`config.mk`:
```
export PLATFORM = sky130hd
export DESIGN_NAME = event_priority_vectoring
export DESIGN_NICKNAME = d
export VERILOG_FILES = /design/src/common/event_vec_pkg.sv /design/src/event_pick.sv /design/src/event_priority_vectoring.sv
export SDC_FILE = /design/constraint.sdc
export NUM_CORES = 1
export LEC_CHECK = 0
export BUFFER_PORTS_ARGS = -buffer_cell sky130_fd_sc_hd__buf_2
export CAP_MARGIN = 20
export CORE_AREA = 3 3 163 165
export DETAILED_ROUTE_END_ITERATION = 10
export DIE_AREA = 0 0 166 168
export SLEW_MARGIN = 20
export SYNTH_ARGS = -nofsm -noshare
export SYNTH_HDL_FRONTEND = slang
export SYNTH_SLANG_ARGS = --single-unit
```
`constraint.sdc`:
```
create_clock -name clk -period 6.12 [get_ports clk]
set_input_delay 1.53 -clock clk [delete_from_list [all_inputs] [get_ports clk]]
set_output_delay 1.53 -clock clk [all_outputs]
set_load 0.1 [all_outputs]
```
`src/common/event_vec_pkg.sv`:
```
// constants for the event priority and vectoring unit
package event_vec_pkg;
   localparam int ADDR_W = 32; // address width
   localparam int NUM_EV = 28; // number of event priorities
   localparam int STAGES = 3; // pipeline stages watched
   localparam int AUTOVEC_W = 14; // autovector offset width
   localparam logic [31:0] RESET_ADDR = 32'h8000_0000; // reset entry
   localparam logic [31:0] SCALL_RET_INC = 32'h0000_0002; // scall step
   // priority numbers of special events
   localparam int PRI_RESET = 1;
   localparam int PRI_DEBUG = 2;
   localparam int PRI_BUS_DATA = 5;
   localparam int PRI_BUS_INSTR = 6;
   localparam int PRI_NMI = 7;
   localparam int PRI_INT3 = 8;
   localparam int PRI_INT0 = 11;
   localparam int PRI_FPU = 19;
   localparam int PRI_SCALL = 21;
   localparam int PRI_MODIFIED = 28;
   // handler offsets, index = priority - 1
   localparam logic [31:0] EV_OFFSET [NUM_EV] = '{
      32'h0, 32'h0, 32'h00, 32'h04, 32'h08, 32'h0c, 32'h10,
      32'h0, 32'h0, 32'h0, 32'h0,
      32'h14, 32'h50, 32'h18, 32'h1c, 32'h20, 32'h24, 32'h28,
      32'h2c, 32'h30, 32'h100, 32'h34, 32'h38, 32'h60, 32'h70,
      32'h3c, 32'h40, 32'h44};
   // return address kinds
   typedef enum logic [1:0] {
      RET_NONE = 2'b00, // undefined
      RET_FNC = 2'b01, // first non-completed instruction
      RET_PC = 2'b10, // offending instruction
      RET_SCALL = 2'b11 // supervisor call plus two
   } ret_kind_e;
   // mask bits that are never set: 1,3,4,5,6,7 (reset,unrec,mhit,bus,nmi)
   localparam logic [NUM_EV-1:0] UNMASKABLE = 28'h000_007d;
   // floating point and page-modified slots are never raised
   localparam logic [NUM_EV-1:0] RESERVED_EV = 28'h804_0000;
endpackage

```
`src/event_pick.sv`:
```
// priority picker: lowest set index of a vector
`timescale 1ns/1ns
`default_nettype none
module event_pick #(
   parameter int N = 28 // request width
) (
   input wire logic [N-1:0] req, // request bits, bit 0 highest
   output logic any, // some request set
   output logic [$clog2(N)-1:0] idx // index of the winner
);
   // scan from the high end so the lowest number is written last and wins
   always_comb begin
      any = 1'b0;
      idx = '0;
      for (int i = N - 1; i >= 0; i--) begin
         if (req[i]) begin
            any = 1'b1;
            idx = i[$clog2(N)-1:0];
         end
      end
   end
endmodule
`default_nettype wire

```
`src/event_priority_vectoring.sv`:
```
// event arbitration, handler address and return address selection
//
// Summary of operation
// - oldest pipeline instruction's events served first
// - lowest priority number wins; reset at fixed address
// - debug stop: debug-supplied target, first non-completed
// - data bus error: base|0x08, first non-completed
// - instruction bus error: base|0x0c, first non-completed
// - floating-point and page-modified events never raised
// - interrupt autovector offset is 14 bits
// - target is base OR offset, not sum
// - accept sets equal/lower masks, critical unmaskable
`timescale 1ns/1ns
`default_nettype none
module event_priority_vectoring
   import event_vec_pkg::*;
#(
   parameter int STAGE_N = event_vec_pkg::STAGES // stages watched
) (
   input wire logic clk, // cpu clock
   input wire logic sys_rst, // synchronous reset, active high
   input wire logic [STAGE_N*event_vec_pkg::NUM_EV-1:0] stage_events,
      // per stage event bits, stage 0 oldest, bit 0 = priority 1
   input wire logic [STAGE_N*32-1:0] stage_pc, // pc per stage
   input wire logic [31:0] first_noncompleted_pc, // resume point
   input wire logic [31:0] event_vector_base, // vector base register
   input wire logic [event_vec_pkg::AUTOVEC_W-1:0] autovector, // from intc
   input wire logic [31:0] debug_target, // debug unit handler address
   input wire logic [event_vec_pkg::NUM_EV-1:0] mask_in, // current masks
   output logic take, // event accepted: high the cycle after any cycle with a qualified request and sys_rst low
   output logic [31:0] handler_addr, // new program counter
   output logic [31:0] return_addr, // address to save
   output logic [4:0] accepted_pri, // priority number taken
   output logic [$clog2(STAGE_N+1)-1:0] accepted_stage, // stage taken
   output logic [event_vec_pkg::NUM_EV-1:0] mask_out // masks after take
);
   import event_vec_pkg::*;

   localparam int IW = $clog2(NUM_EV); // priority index width
   localparam int SW = $clog2(STAGE_N + 1); // stage index width

   // return kind per priority index
   function automatic ret_kind_e ret_kind(input logic [IW-1:0] i);
      int p;
      p = int'(i) + 1;
      if (p == PRI_RESET) return RET_NONE;
      if (p >= PRI_DEBUG && p <= 2) return RET_FNC;
      if (p == 3 || p == 4) return RET_PC;
      if (p >= PRI_BUS_DATA && p <= PRI_INT0) return RET_FNC;
      if (p == 15) return RET_FNC; // breakpoint
      if (p == PRI_SCALL) return RET_SCALL;
      return RET_PC;
   endfunction

   // handler target per priority index
   function automatic logic [31:0] target(input logic [IW-1:0] i,
      input logic [31:0] base, input logic [AUTOVEC_W-1:0] av,
      input logic [31:0] dbg);
      int p;
      p = int'(i) + 1;
      if (p == PRI_RESET) return RESET_ADDR;
      if (p == PRI_DEBUG) return dbg;
      if (p >= PRI_INT3 && p <= PRI_INT0)
         return base | {{(32-AUTOVEC_W){1'b0}}, av};
      return base | EV_OFFSET[i];
   endfunction

   // per stage candidate requests, after masking and reserved slots
   logic [NUM_EV-1:0] stage_req [STAGE_N]; // qualified requests
   logic [STAGE_N-1:0] stage_any; // stage has something pending
   logic [IW-1:0] stage_idx [STAGE_N]; // winner per stage

   genvar g;
   generate
      for (g = 0; g < STAGE_N; g++) begin : g_stage
         // masked events drop out; critical ones pass regardless
         assign stage_req[g] = stage_events[g*NUM_EV +: NUM_EV]
            & ~(mask_in & ~UNMASKABLE) & ~RESERVED_EV;
         event_pick #(.N(NUM_EV)) u_pick (
            .req(stage_req[g]),
            .any(stage_any[g]),
            .idx(stage_idx[g])
         );
      end
   endgenerate

   // next-value group
   logic next_take; // accept this cycle
   logic [31:0] next_handler; // chosen target
   logic [31:0] next_ret; // chosen return address
   logic [4:0] next_pri; // chosen priority number
   logic [SW-1:0] next_stage; // chosen stage
   logic [NUM_EV-1:0] next_mask; // masks after acceptance
   logic [IW-1:0] win; // winning index
   logic [31:0] win_pc; // pc of winning stage

   // choose oldest stage, then its highest priority event
   always_comb begin
      next_take = 1'b0;
      next_handler = handler_addr;
      next_ret = return_addr;
      next_pri = accepted_pri;
      next_stage = accepted_stage;
      next_mask = mask_in;
      win = '0;
      win_pc = '0;
      // high stage first so stage 0 (oldest) is the last to win
      for (int s = STAGE_N - 1; s >= 0; s--) begin
         if (stage_any[s]) begin
            next_take = 1'b1;
            win = stage_idx[s];
            win_pc = stage_pc[s*32 +: 32];
            next_stage = s[SW-1:0];
         end
      end
      if (next_take) begin
         next_pri = 5'(int'(win) + 1);
         next_handler = target(win, event_vector_base, autovector,
            debug_target);
         unique case (ret_kind(win))
            RET_NONE: next_ret = '0; // reset: no meaningful return
            RET_FNC: next_ret = first_noncompleted_pc;
            RET_PC: next_ret = win_pc;
            RET_SCALL: next_ret = win_pc + SCALL_RET_INC;
         endcase
         // set masks of equal and lower priority, critical keep their mask_in value
         for (int k = 0; k < NUM_EV; k++) begin
            if (k >= int'(win) && !UNMASKABLE[k])
               next_mask[k] = 1'b1;
         end
      end
   end

   // register the chosen event
   always_ff @(posedge clk) begin
      if (sys_rst) begin
         take <= 1'b0;
         handler_addr <= RESET_ADDR;
         return_addr <= '0;
         accepted_pri <= 5'h00;
         accepted_stage <= '0;
         mask_out <= '0;
      end else begin
         take <= next_take;
         handler_addr <= next_handler;
         return_addr <= next_ret;
         accepted_pri <= next_pri;
         accepted_stage <= next_stage;
         mask_out <= next_mask;
      end
   end

   // checks
   a_reset_vector: assert property (
      @(posedge clk) disable iff (sys_rst)
      stage_req[0][0] |=> take && handler_addr == RESET_ADDR)
      else $error("reset not vectored to reset address");
   a_oldest_first: assert property (
      @(posedge clk) disable iff (sys_rst)
      stage_any[0] |=> take && accepted_stage == '0)
      else $error("younger stage served before oldest");
   a_debug_target: assert property (
      @(posedge clk) disable iff (sys_rst)
      take && accepted_pri == 5'h02 |-> handler_addr == $past(debug_target)
      && return_addr == $past(first_noncompleted_pc))
      else $error("debug stop target or return wrong");
   a_bus_data: assert property (
      @(posedge clk) disable iff (sys_rst)
      take && accepted_pri == 5'h05 |->
      handler_addr == ($past(event_vector_base) | 32'h08)
      && return_addr == $past(first_noncompleted_pc))
      else $error("data bus error target wrong");
   a_bus_instr: assert property (
      @(posedge clk) disable iff (sys_rst)
      take && accepted_pri == 5'h06 |->
      handler_addr == ($past(event_vector_base) | 32'h0c)
      && return_addr == $past(first_noncompleted_pc))
      else $error("instruction bus error target wrong");
   a_no_reserved: assert property (
      @(posedge clk) disable iff (sys_rst)
      take |-> accepted_pri != 5'h13 && accepted_pri != 5'h1c)
      else $error("reserved event raised");
   a_autovec_span: assert property (
      @(posedge clk) disable iff (sys_rst)
      take && accepted_pri >= 5'h08 && accepted_pri <= 5'h0b |->
      (handler_addr & ~$past(event_vector_base) & 32'hffff_c000) == '0)
      else $error("autovector outside span");
   a_or_target: assert property (
      @(posedge clk) disable iff (sys_rst)
      take && accepted_pri == 5'h0c |->
      handler_addr == ($past(event_vector_base) | 32'h14))
      else $error("target not formed by or");
   // lowest slot always gets masked; unmaskable bits pass through untouched
   a_mask_set: assert property (
      @(posedge clk) disable iff (sys_rst)
      take |-> mask_out[NUM_EV-1]
      && (mask_out & UNMASKABLE) == ($past(mask_in) & UNMASKABLE))
      else $error("mask update wrong");
   a_scall_ret: assert property (
      @(posedge clk) disable iff (sys_rst)
      take && accepted_pri == 5'h15 && accepted_stage == '0 |->
      return_addr == $past(stage_pc[31:0]) + 32'h2)
      else $error("supervisor call return wrong");
endmodule
`default_nettype wire

```
==> Word-level counts from Yosys, hierarchy flattened <==
Memories as Yosys holds them, arrays and structs flattened.
Cells that the tools add are included.
Widths: inputs -> output; s select.
{ "classes": {"n_eq_ne": 9, "addsub": 2, "n_lt_le_gt_ge": 28, "n_mux": 250, "n_reduce_logical": 8, "n_bitwise": 7} }
{ "op_table": {"columns": ["cell", "count"], "rows": [
  ["$mux 5", 81],
  ["$mux 32", 11],
  ["$mux 1", 140],
  ["$pmux 32 s4", 1],
  ["$and 27x27->27", 3],
  ["$ge 5x5->1 const A", 12],
  ["$ge 4x5->1 const A", 8],
  ["$add 32x2->32 const B", 1],
  ["$eq 32x3->1 const B", 1],
  ["$ge 32x5->1 const B", 1],
  ["$mux 2", 16],
  ["$or 32x14->32", 1],
  ["$or 32x32->32", 1],
  ["$not 27->27", 1],
  ["$mux 21", 1],
  ["$add 5x1->6 const B", 1],
  ["$eq 6x1->1 const B", 1],
  ["$eq 6x2->1 const B", 1],
  ["$eq 6x3->1 const B", 1],
  ["$eq 6x4->1 const B", 1],
  ["$eq 6x5->1 const B", 1],
  ["$ge 6x2->1 const B", 1],
  ["$ge 6x3->1 const B", 1],
  ["$ge 6x6->1 const B", 1],
  ["13 further kinds", 16]
]} }
{ "word_totals": {"ff_bits": 100, "romBits": 1024, "mem_count": 1, "input_bits": 320, "elab_cells": 312, "out_inout_bits": 100} }
{ "memory_table": {"columns": ["name", "words", "width", "read_ports", "rd_clocked_by_memory_dff", "wr", "line_no", "source"], "rows": [
  ["(name not given)", 32, 32, 1, 0, 0, "event_priority_vectoring.sv:65", "return base | EV_OFFSET[i];"]
]} }

==> Depth between registers and ports, before layout <==
Gate-level depths: netlist of the first run.
{ "logic_depth": {"depth_word": 64, "depth_mapped": 19, "mapped_depth_nobuf": 15} }

==> Modules after synthesis <==
A second synthesis of the first run with hierarchy kept.
{ "hier_totals": {"hier_cells": 1024, "area_unflattened_um2": 7749.9} }
{ "modules_own_cells": {"columns": ["mod", "area_each_um2", "seq_area_each_um2", "cells_per_inst", "instances"], "rows": [
  ["event_priority_vectoring", 6706.4, 2001.9, 847, 1],
  ["event_pick", 347.8, 0.0, 59, 3]
]} }

==> Least setup slack after synthesis of the first run <==
No wires, ideal clock.
{ "synth_path": {"kind": "input-to-reg", "startpoint": "input port stage_events[11] (netlist bit)", "endpoint": "register return_addr[16]", "path_stages": 14, "t_arrival_ns": 5.188, "required_time_ns": 5.992, "setup_slack_ns": 0.804, "cell_sequence": "nor2b_1 or4_4 nor4_4 nand2_1 o211ai_4 ha_1 ha_1 buf_1 nand2b_1 a211oi_2 o31a_1 mux2_1 nand4_1 nand4_1"} }
{ "synth_between": {"elab_chain_cells": 33} }
{ "synth_lines": {"columns": ["element", "line_no", "source"], "rows": [
  ["from (decl)", "event_priority_vectoring.sv:22", "input wire logic [STAGE_N*event_vec_pkg::NUM_EV-1:0] stage_events,"],
  ["$and 27x27->27 (*)", "event_priority_vectoring.sv:78", "& ~(mask_in & ~UNMASKABLE) & ~RESERVED_EV;"],
  ["$mux 5 or $mux 1 (tied branches) (12 in series)", "event_pick.sv:16", "if (req[i]) begin"],
  ["$mux 5", "event_priority_vectoring.sv:109", "if (stage_any[s]) begin"],
  ["$add 5x1->6", "event_priority_vectoring.sv:45", "p = int'(i) + 1;"],
  ["$ge 6x2->1 or $le 6x2->1 (tied branches)", "event_priority_vectoring.sv:47", "if (p >= PRI_DEBUG && p <= 2) return RET_FNC;"],
  ["$logic_and 1x1->1", "event_priority_vectoring.sv:47", null],
  ["$mux 2 (2 in series)", "event_priority_vectoring.sv:47", null],
  ["$mux 2", "event_priority_vectoring.sv:116", "if (next_take) begin"],
  ["(+5 left out)", null, null],
  ["$mux 2", "event_priority_vectoring.sv:51", "if (p == PRI_SCALL) return RET_SCALL;"],
  ["$mux 2", "event_priority_vectoring.sv:50", "if (p == 15) return RET_FNC;"],
  ["$mux 2", "event_priority_vectoring.sv:49", "if (p >= PRI_BUS_DATA && p <= PRI_INT0) return RET_FNC;"],
  ["$mux 2", "event_priority_vectoring.sv:48", "if (p == 3 || p == 4) return RET_PC;"],
  ["$mux 2", "event_priority_vectoring.sv:47", null],
  ["$mux 2", "event_priority_vectoring.sv:116", null],
  ["$eq 2x2->1, or another cell as far along", "event_priority_vectoring.sv:120", "unique case (ret_kind(win))"],
  ["$pmux 32 s4", "event_priority_vectoring.sv:120", null],
  ["to (signal assigned)", "event_priority_vectoring.sv:146", "return_addr <= next_ret;"],
  ["to (decl)", "event_priority_vectoring.sv:32", "output logic [31:0] return_addr,"]
]} }
Mark *: on every way between the ends. The rest lies on a longest branch, timed or not. The select of a mux whose other input is x is not followed.
A chain may end at the register's enable or synchronous reset.

==> Worst setup path after layout of the first run <==
{ "layout_path": {"startpoint": "input port mask_in[21] (netlist bit)", "endpoint": "register return_addr[26]"} }
{ "layout_between": {"elab_chain_cells": 45} }
{ "layout_lines": {"columns": ["element", "line_no", "source"], "rows": [
  ["from (decl)", "event_priority_vectoring.sv:29", "input wire logic [event_vec_pkg::NUM_EV-1:0] mask_in,"],
  ["$not 27->27 (*)", "event_priority_vectoring.sv:78", null],
  ["$and 27x27->27", "event_priority_vectoring.sv:78", null],
  ["$mux 5 or $mux 1 (tied branches) (21 in series)", "event_pick.sv:16", null],
  ["$mux 5 (3 in series)", "event_priority_vectoring.sv:109", null],
  ["$add 5x1->6", "event_priority_vectoring.sv:45", null],
  ["$ge 6x2->1 or $le 6x2->1 (tied branches)", "event_priority_vectoring.sv:47", null],
  ["$logic_and 1x1->1", "event_priority_vectoring.sv:47", null],
  ["$mux 2 (2 in series)", "event_priority_vectoring.sv:47", null],
  ["(+6 left out)", null, null],
  ["$mux 2", "event_priority_vectoring.sv:51", null],
  ["$mux 2", "event_priority_vectoring.sv:50", null],
  ["$mux 2", "event_priority_vectoring.sv:49", null],
  ["$mux 2", "event_priority_vectoring.sv:48", null],
  ["$mux 2", "event_priority_vectoring.sv:47", null],
  ["$mux 2", "event_priority_vectoring.sv:116", null],
  ["$eq 2x2->1, or another cell as far along", "event_priority_vectoring.sv:120", null],
  ["$pmux 32 s4", "event_priority_vectoring.sv:120", null]
]} }
Marks and branches as above.

==> results by stage, run 1 <==
Logic synthesis:
- The most used flip-flop cell after synthesis is sky130_fd_sc_hd__dfxtp_1.
- Each instance of the synthesized netlist takes up on average ~7.5 µm².
- When the netlist entered floorplanning its net count stood at between 1000 and 1500.
- The post-synthesis sequential area ratio is 25.8%.
- The fraction of registers with async set or reset after synthesis is 0%.
- The number of flops mapped to enable cells by yosys is 0.
- The cell area that synthesis handed to floorplanning was 7740 µm².
- Synthesis inferred 100 register bits.
- The synthesis warning total is 0.
- Synthesis produced roughly 1000 cells.
- The netlist uses approximately 90 different library cells.

Global route:
- The global routing usage on met2 is around 39%.
- The wire length of the first global-routing pass is around 52000 µm.
- The number of global-route vias before repair was around 9000.
- The highest-utilization routing layer at the global route stage is met2.
- The global-route met3 utilization is under 10%.
- The largest net degree at the start of global routing is 57.
- The overall track demand over capacity in global routing is between 20% and 30%.
- The total overflow left after global routing is 0.
- The initial antenna violation count was 4.
- In the global route stage, met1 resource usage came out at between 30% and 40%.

Power and ir drop:
- The static power due to leakage is 4.66 nW.
- The part of the power in registers is around 33%.
- The clock share of power is between 20% and 30%.
- Per report_power, the combinational group accounts for about two fifths of the total.
- In this run the power density over the cells is approximately 210 nW/µm².
- In this run switching power makes up 42.2% of total power.
- The maximum vdd ir drop is roughly 130 µV.
- The post-route total power is roughly 2.2 mW.
- The net switching power figure is 0.926 mW.
- The internal portion of the total power is between 1 and 1.5 mW.

Route:
- The detail-routed via count per cell is roughly 5.4.
- The detailed router finished its first iteration with 760 violations.
- Dividing the detail-routed wire length by the instance count gives roughly 20 µm.
- The routed design has between 30000 and 40000 µm of wire.
- For this run, design rule violations remaining after detail routing come to 0.
- The post-route antenna net violation count is 0.
- The total number of vias is 9589.
- The pre-antenna-repair detailed-routing pass consisted of 6 iterations.

STA:
- Clock skew on the completed layout was measured at 0 ns.
- The worst path in the final design needs a cycle of 5.53 ns, including I/O delays and setup.
- The worst pin sits at a relative slew slack of between 50% and 60%.
- At the pin with the least slew margin, the transition time is about 0.68 ns.
- The count of final hold-check violations is 0.
- Setup total negative slack on the finished layout was measured at 0 ns.
- The timing-limited maximum frequency is roughly 180 MHz.
- The final-report max-slew violation count is 0.
- The final worst-path cycle share is 90.3%.
- The final number of setup-violating endpoints is 0.
- Setup repair after global routing left no endpoint under its margin.

Critical path:
- The timing endpoint of the critical path is return_addr[26].
- The destination of the worst register-to-register timing path is return_addr[27].
- The largest fanout of any net on the critical path is 16.
- The type of the worst setup path is input port to register.
- STA puts the critical path data arrival time at between 5 and 6 ns.
- Data on the critical path is required at its endpoint by 6.35 ns.
- In this run the critical register-to-register path is launched from return_addr[27].
- The worst register-to-register path has a setup slack of about 5.4 ns.
- The slowest cell on the critical path is sky130_fd_sc_hd__nand2_1.
- The capturing element type of the critical path is a register.
- In this run the worst setup path begins at mask_in[21].
- The cell depth of the worst flop-to-flop path is 1.
- The maximum single-stage delay on the critical path is ~0.44 ns.
- The signal on the critical path passes through buf_2 > nand2b_1 > nand4_1 > nor4_2 > buf_4 > and2_1 > o2111ai_1 > nand3_2 > ha_1 > ha_1 > nand2b_1 > a211o_1 > o21ai_1 > nand2_1 > nand2_1 > o21ai_1.
- The number of buffers and inverters on the critical path is 2.
- The cell family with the largest share of critical-path delay is simple AND/OR/NAND/NOR gates.
- The critical path crosses 16 cells after its start point.
- The worst setup path is launched from an input port.

Clock tree:
- Counting the buffers created by CTS gives 9.
- The number of sinks handled by clock tree synthesis is 100.
- The clock transition time at the flip-flop clock pins of the worst setup and hold paths is roughly 0.070 ns.
- No sink is reached through more buffers than the 2 on the longest clock path.
- The clock insertion delay at the later pin of the skew report is approximately 0.34 ns.
- TritonCTS built the clock tree.
- The H-tree depth reported by CTS is 3.
- Post-CTS timing repair inserted 0 buffers for setup.
- Gates resized during post-CTS repair numbered 0.
- The number of hold-repair buffers added at the cts stage is 0.
- The master cell of the clock root buffer is sky130_fd_sc_hd__clkbuf_16.

Placed design:
- Once detailed placement completed, the half-perimeter wirelength came to approximately 28000 µm.
- The number of buffers inserted by port buffering is slightly above 400.
- After detailed placement, the total cell area comes to 10300 µm².
- The weighted congestion at the end of routability-driven global placement is 0.920.
- Including well taps, the total number of placed cells is approximately 1700.

Finish:
- After the last flow step, the layout net total stands at about 1800.
- The core utilization of the finished layout is a little over two fifths.
- The finished layout holds roughly 1800 standard cells, fillers aside.
- The fraction of final layout cells with drive strength greater than 1 is a little over a third.
- In the layout the commonest cells are sky130_fd_sc_hd__buf_2, sky130_fd_sc_hd__nor2_1, sky130_fd_sc_hd__nand2_1.
- The area growth from synthesis to layout is 36.4%.
- The post-route cell area is between 10000 and 15000 µm².
- The most frequent standard cell in the layout excluding fill and tap cells is sky130_fd_sc_hd__buf_2.
- The total of fill cells in the finished design is between 2000 and 3000.

Min path:
- Counting instances, the worst hold path has a depth of 2.
- The class of the most critical hold timing path is register to register.

Die:
- The region available for standard cell placement spans about 25000 µm².
- The starting utilization of the core area is a little under a third.
- The number of top-level pins is 420.
- The die boundary width is roughly 170 µm.
- The total die area is 27900 µm².
- The floorplan has a little under 60 rows.
- The vertical die dimension is 168 µm.

Outcome:
- The run finished with clean final reports.

Flow run:
- The tool flagged a number of max-cap violations equal to 0.
cell type report:
| class | instances | area, µm² | share of cell area (%) |
|---|---|---|---|
| clock inverters | 5 | 60.1 | 0.568 |
| flip-flops and latches | 100 | 2000 | 18.9 |
| repair buffers | 452 | 2360 | 22.3 |
| inverters | 19 | 73.8 | 0.699 |
| well taps | 330 | 413 | 3.91 |
| multi-input cells | 843 | 5410 | 51.2 |
| clock buffers | 11 | 243 | 2.30 |
| diodes | 3 | 7.51 | 0.0710 |
power groups by stage:
stage                     logic [mW]  registers, mW  clock network (mW)
after global placement         0.872          0.734                   0
after CTS                      0.877          0.720               0.612
after floorplan                0.263           1.09                   0
final                          0.879          0.720               0.596
after detailed placement       0.875          0.735                   0
after global routing           0.928          0.725               0.642
metrics by stage:
stage                     setup WS (ns)  hold WS [ns]
after CTS                         0.595         0.451
final                             0.593         0.448
after floorplan                   0.804         0.873
after detailed placement          0.240         0.439
after global routing              0.217         0.470
after global placement            0.272         0.431
routing by layer:
| metal | wire (µm) | vias to the layer above |
|---|---|---|
| met5 | 13 | - |
| li1 | - | 4650 |
| met4 | 730 | 2 |
| met1 | 14700 | 4458 |
| met3 | 2760 | 51 |
| met2 | 16500 | 428 |
sequential cells by signal, summed over array words and instances, names as in the netlist:
register / flops
take: 1
accepted_pri: 5
handler_addr: 32
mask_out: 28
return_addr: 32
accepted_stage: 2
how the worst min path moves through the flow:
stage | from | end | slack (ns)
after CTS | return_addr[0] | return_addr[0] | 0.45
after floorplan | return_addr[13] | return_addr[13] | 0.87
after global placement | handler_addr[2] | handler_addr[2] | 0.43
after detailed placement | return_addr[1] | return_addr[1] | 0.44
after global routing | handler_addr[10] | handler_addr[10] | 0.47
final | return_addr[0] | return_addr[0] | 0.45
synth_stat cells (all sizes together), types with 5 or more instances:
cell type | count | area share [%]
nand2 | 103 | 5.0
buf | 28 | 2.0
nand4 | 20 | 1.7
a211oi | 13 | 1.6
a31o | 5 | 0.57
a221o | 8 | 1.0
a311oi | 5 | 0.57
nor3 | 21 | 1.4
o211ai | 23 | 2.4
nor3b | 5 | 0.61
nor2b | 52 | 4.2
mux2i | 12 | 1.6
nor4 | 19 | 2.4
nand3b | 6 | 0.58
xor2 | 13 | 1.5
o21ai | 67 | 4.3
nor2 | 120 | 5.8
ha | 8 | 1.3
nand2b | 37 | 3.0
a31oi | 17 | 1.5
a22oi | 29 | 2.8
a21oi | 78 | 5.0
nand3 | 28 | 1.9
a32oi | 6 | 0.68
and2 | 5 | 0.40
clkbuf | 36 | 1.7
xnor2 | 12 | 1.4
o2111ai | 22 | 2.6
dfxtp | 100 | 26
mux2 | 19 | 3.2
or4 | 8 | 0.82
a221oi | 18 | 2.1
inv | 19 | 0.95
logic make-up after synthesis:
logic type                 share of synthesized area [%]
AOI/OAI and AO/OA                                   30.3
xor gates and xnor gates                            2.83
adders and majority gates                           1.29
buffers and inverters                               4.67
DFF                                                 25.8
muxes                                               4.80
and+or+nand+nor                                     30.3
Power figures use the tool's default switching activity.
==> run 2, diff against run 1 <==
--- a/config.mk
+++ b/config.mk
@@ -8,6 +8,7 @@
 export BUFFER_PORTS_ARGS = -buffer_cell sky130_fd_sc_hd__buf_2
 export CAP_MARGIN = 20
 export CORE_AREA = 3 3 163 165
+export CTS_BUF_LIST = sky130_fd_sc_hd__clkbuf_16
 export DETAILED_ROUTE_END_ITERATION = 10
 export DIE_AREA = 0 0 166 168
 export SLEW_MARGIN = 20
==> results by stage, run 2 (synthesis results as in run 1) <==
Outcome:
- The run finished with clean final reports.

STA:
- The count of final hold-check violations is 0 (unchanged).
- The final-report max-slew violation count was 0 (unchanged).
- The timing-limited maximum frequency was 180 MHz (-0.44%).
- The final worst-path cycle share is 90.7% (+0.40 points).
- Setup repair after global routing left no endpoint under its margin.
- The post-route clock skew is 0 ns (unchanged).
- The transition time at the pin with the least slew margin came to 0.678 ns (-0.000223 ns).
- The final number of setup-violating endpoints is 0 (unchanged).
- The accumulated negative setup slack is 0 ns (unchanged).
- The worst slew margin relative to its limit was 54.4% (about the same).
- The final critical path time including I/O delays and setup is 5.55 ns (+0.0243 ns).

Critical path:
- The capturing element type of the critical path is a register.
- The kind of start point of the critical path is an input port.
- The slowest cell on the critical path is sky130_fd_sc_hd__nand2_1.
- The worst register-to-register path ends at return_addr[27].
- The maximum single-stage delay on the critical path is 0.44 ns (about the same).
- The arrival time of data at the critical path endpoint is 5.78 ns (+0.02 ns).
- The minimum setup slack among reg-to-reg paths is 5.39 ns (about the same).
- The required time reported for the critical path endpoint is 6.35 ns (about the same).
- The cell depth of the worst flop-to-flop path is 1 (unchanged).
- The critical path goes through buf_2 > nand2b_1 > nand4_1 > nor4_2 > buf_4 > and2_1 > o2111ai_1 > nand3_2 > ha_1 > ha_1 > nand2b_1 > a211o_1 > o21ai_1 > nand2_1 > nand2_1 > o21ai_1.
- In this run the critical register-to-register path is launched from return_addr[27].
- The cell family with the largest share of critical-path delay is simple AND/OR/NAND/NOR gates.
- The largest fanout of any net on the critical path is 16 (unchanged).
- The type of the worst setup path is input port to register.
- The number of buffers and inverters on the critical path is 2 (unchanged).

Global route:
- The overall track demand over capacity in global routing is 23.4% (unchanged).
- The wire length of the first global-routing pass is 52200 µm (unchanged).
- The number of global-route vias before repair came to 8995 (unchanged).
- The largest net degree at the start of global routing is 57 (unchanged).
- The global-route congestion overflow total was 0 (unchanged).
- The initial antenna violation count is 4 (unchanged).

Min path:
- The start point of the worst hold path is return_addr[0].
- The number of stages on the worst hold path is 2 (unchanged).
- The min-delay analysis places its worst path in the category register to register.
- The hold-critical path endpoint is return_addr[0].

Route:
- The violation count after the first detailed-routing iteration is 761 (+0.13%).
- The post-detailed-route DRC marker count is 0 (unchanged).
- The aggregate routed wire length came to 34700 µm (about the same).
- The detail-routed via count per cell came to 5.43 (-0.24%).
- The total number of vias is 9566 (-0.24%).
- The routed length per placed instance is 19.7 µm (about the same).
- The post-route antenna net violation count is 0 (unchanged).
- The length of the first detailed-routing pass in iterations came to 7 (+1).

Finish:
- The fraction of final layout cells with drive strength greater than 1 is 36.4% (-0.070 points).
- The largest registers in the layout are handler_addr: 32 flops, return_addr: 32 flops, mask_out: 28 flops.
- The core utilization of the finished layout is 41.9% (about the same).
- The area growth from synthesis to layout was 36.3% (about the same).
- The total of fill cells in the finished design was 2654 (+0.15%).
- The most frequent standard cell in the layout excluding fill and tap cells is sky130_fd_sc_hd__buf_2.
- The top cell types in the final layout, fill and taps aside, are sky130_fd_sc_hd__buf_2, sky130_fd_sc_hd__nor2_1, sky130_fd_sc_hd__nand2_1.
- The number of nets in the layout is 1753 (unchanged).

Die:
- The number of top-level pins is 420 (unchanged).
- The die boundary width is 166 µm (unchanged).
- The starting utilization of the core area is 30.8% (unchanged).
- The vertical die dimension is 168 µm (unchanged).
- The total die area is 27900 µm² (unchanged).
- The area of the core is 25200 µm² (unchanged).
- The number of core rows is 58 (unchanged).

Power and ir drop:
- The maximum vdd ir drop came to 129 µV (about the same).
- The total power divided by cell area is 206 nW/µm² (-0.60%).
- The static power due to leakage was 4.66 nW (about the same).

Clock tree:
- The master cell of the clock root buffer is sky130_fd_sc_hd__clkbuf_16.
- The H-tree depth reported by CTS was 3 (unchanged).
- The number of instances resized during post-cts repair is 0 (unchanged).
- The clock transition time at the flip-flop clock pins of the worst setup and hold paths is 0.07 ns (about the same).
- The TritonCTS clock tree is built.
- The total setup buffers inserted after CTS is 0 (unchanged).
- The maximum clock path buffer count is 2 (unchanged).
- The number of clock buffers inserted by TritonCTS is 9 (unchanged).
- The clock insertion delay at the later pin of the skew report is 0.34 ns (about the same).
- The number of hold-repair buffers added at the cts stage came to 0 (unchanged).
- The number of sinks handled by clock tree synthesis is 100 (unchanged).

Placed design:
- The number of buffers inserted by port buffering came to 413 (unchanged).
- The detailed-placement wirelength estimate is 28200 µm (unchanged).
- The weighted congestion at the end of routability-driven global placement is 0.920 (unchanged).

Flow run:
- The number of max-capacitance violations reported is 0 (unchanged).
[run 2: layout make-up]
type                    instances  area [µm²]  share of cell area [%]
flip-flops and latches        100        2000                    19.0
multi-input cells             843        5410                    51.2
inverters                      19        73.8                   0.699
clock inverters                 7        67.6                   0.640
repair buffers                452        2360                    22.4
diodes                          3        7.51                  0.0711
clock buffers                   9         225                    2.13
well taps                     330         413                    3.91
[run 2: metrics by stage]
| step | power [mW] | worst slack (ns) | cell area (µm²) | instances | hold WS [ns] |
|---|---|---|---|---|---|
| CTS | 2.19 | 0.595 | 10500 | 1760 | 0.451 |
| detailed placement | 1.61 | 0.240 | 10300 | 1744 | 0.439 |
| global route | 2.28 | 0.217 | 10600 | 1763 | 0.470 |
| finish | 2.18 | 0.569 | 10600 | 1763 | 0.448 |
| global placement | 1.61 | 0.272 | 10300 | 1744 | 0.431 |
| floorplan | 1.35 | 0.804 | 7740 | 1026 | 0.873 |
[run 2: how the worst max path moves through the flow]
stage	start	end	slack [ns]	depth (start not counted)
final	mask_in[21]	return_addr[26]	0.57	16
after global routing	mask_in[21]	return_addr[29]	0.22	16
after CTS	mask_in[21]	return_addr[26]	0.59	16
after detailed placement	mask_in[21]	return_addr[26]	0.24	16
after global placement	mask_in[21]	return_addr[24]	0.27	16
after floorplan	stage_events[11]	return_addr[16]	0.80	14
[run 2: power by group]
group / switching, mW / total, mW / leakage (nW) / internal, mW
clock network: 0.264 / 0.581 / 0.145 / 0.316
registers: 0.0207 / 0.720 / 0.828 / 0.699
logic: 0.640 / 0.879 / 3.69 / 0.239
[run 2: layer usage]
metal	share of wire (%)	routed length [µm]	vias to the layer above	GRT usage (%)
met3	7.6	2630	44	5.12
met1	43	14900	4460	30.7
li1	-	-	4649	-
met5	0.037	13	-	0
met4	2.0	710	2	6.08
met2	47	16500	411	39.2
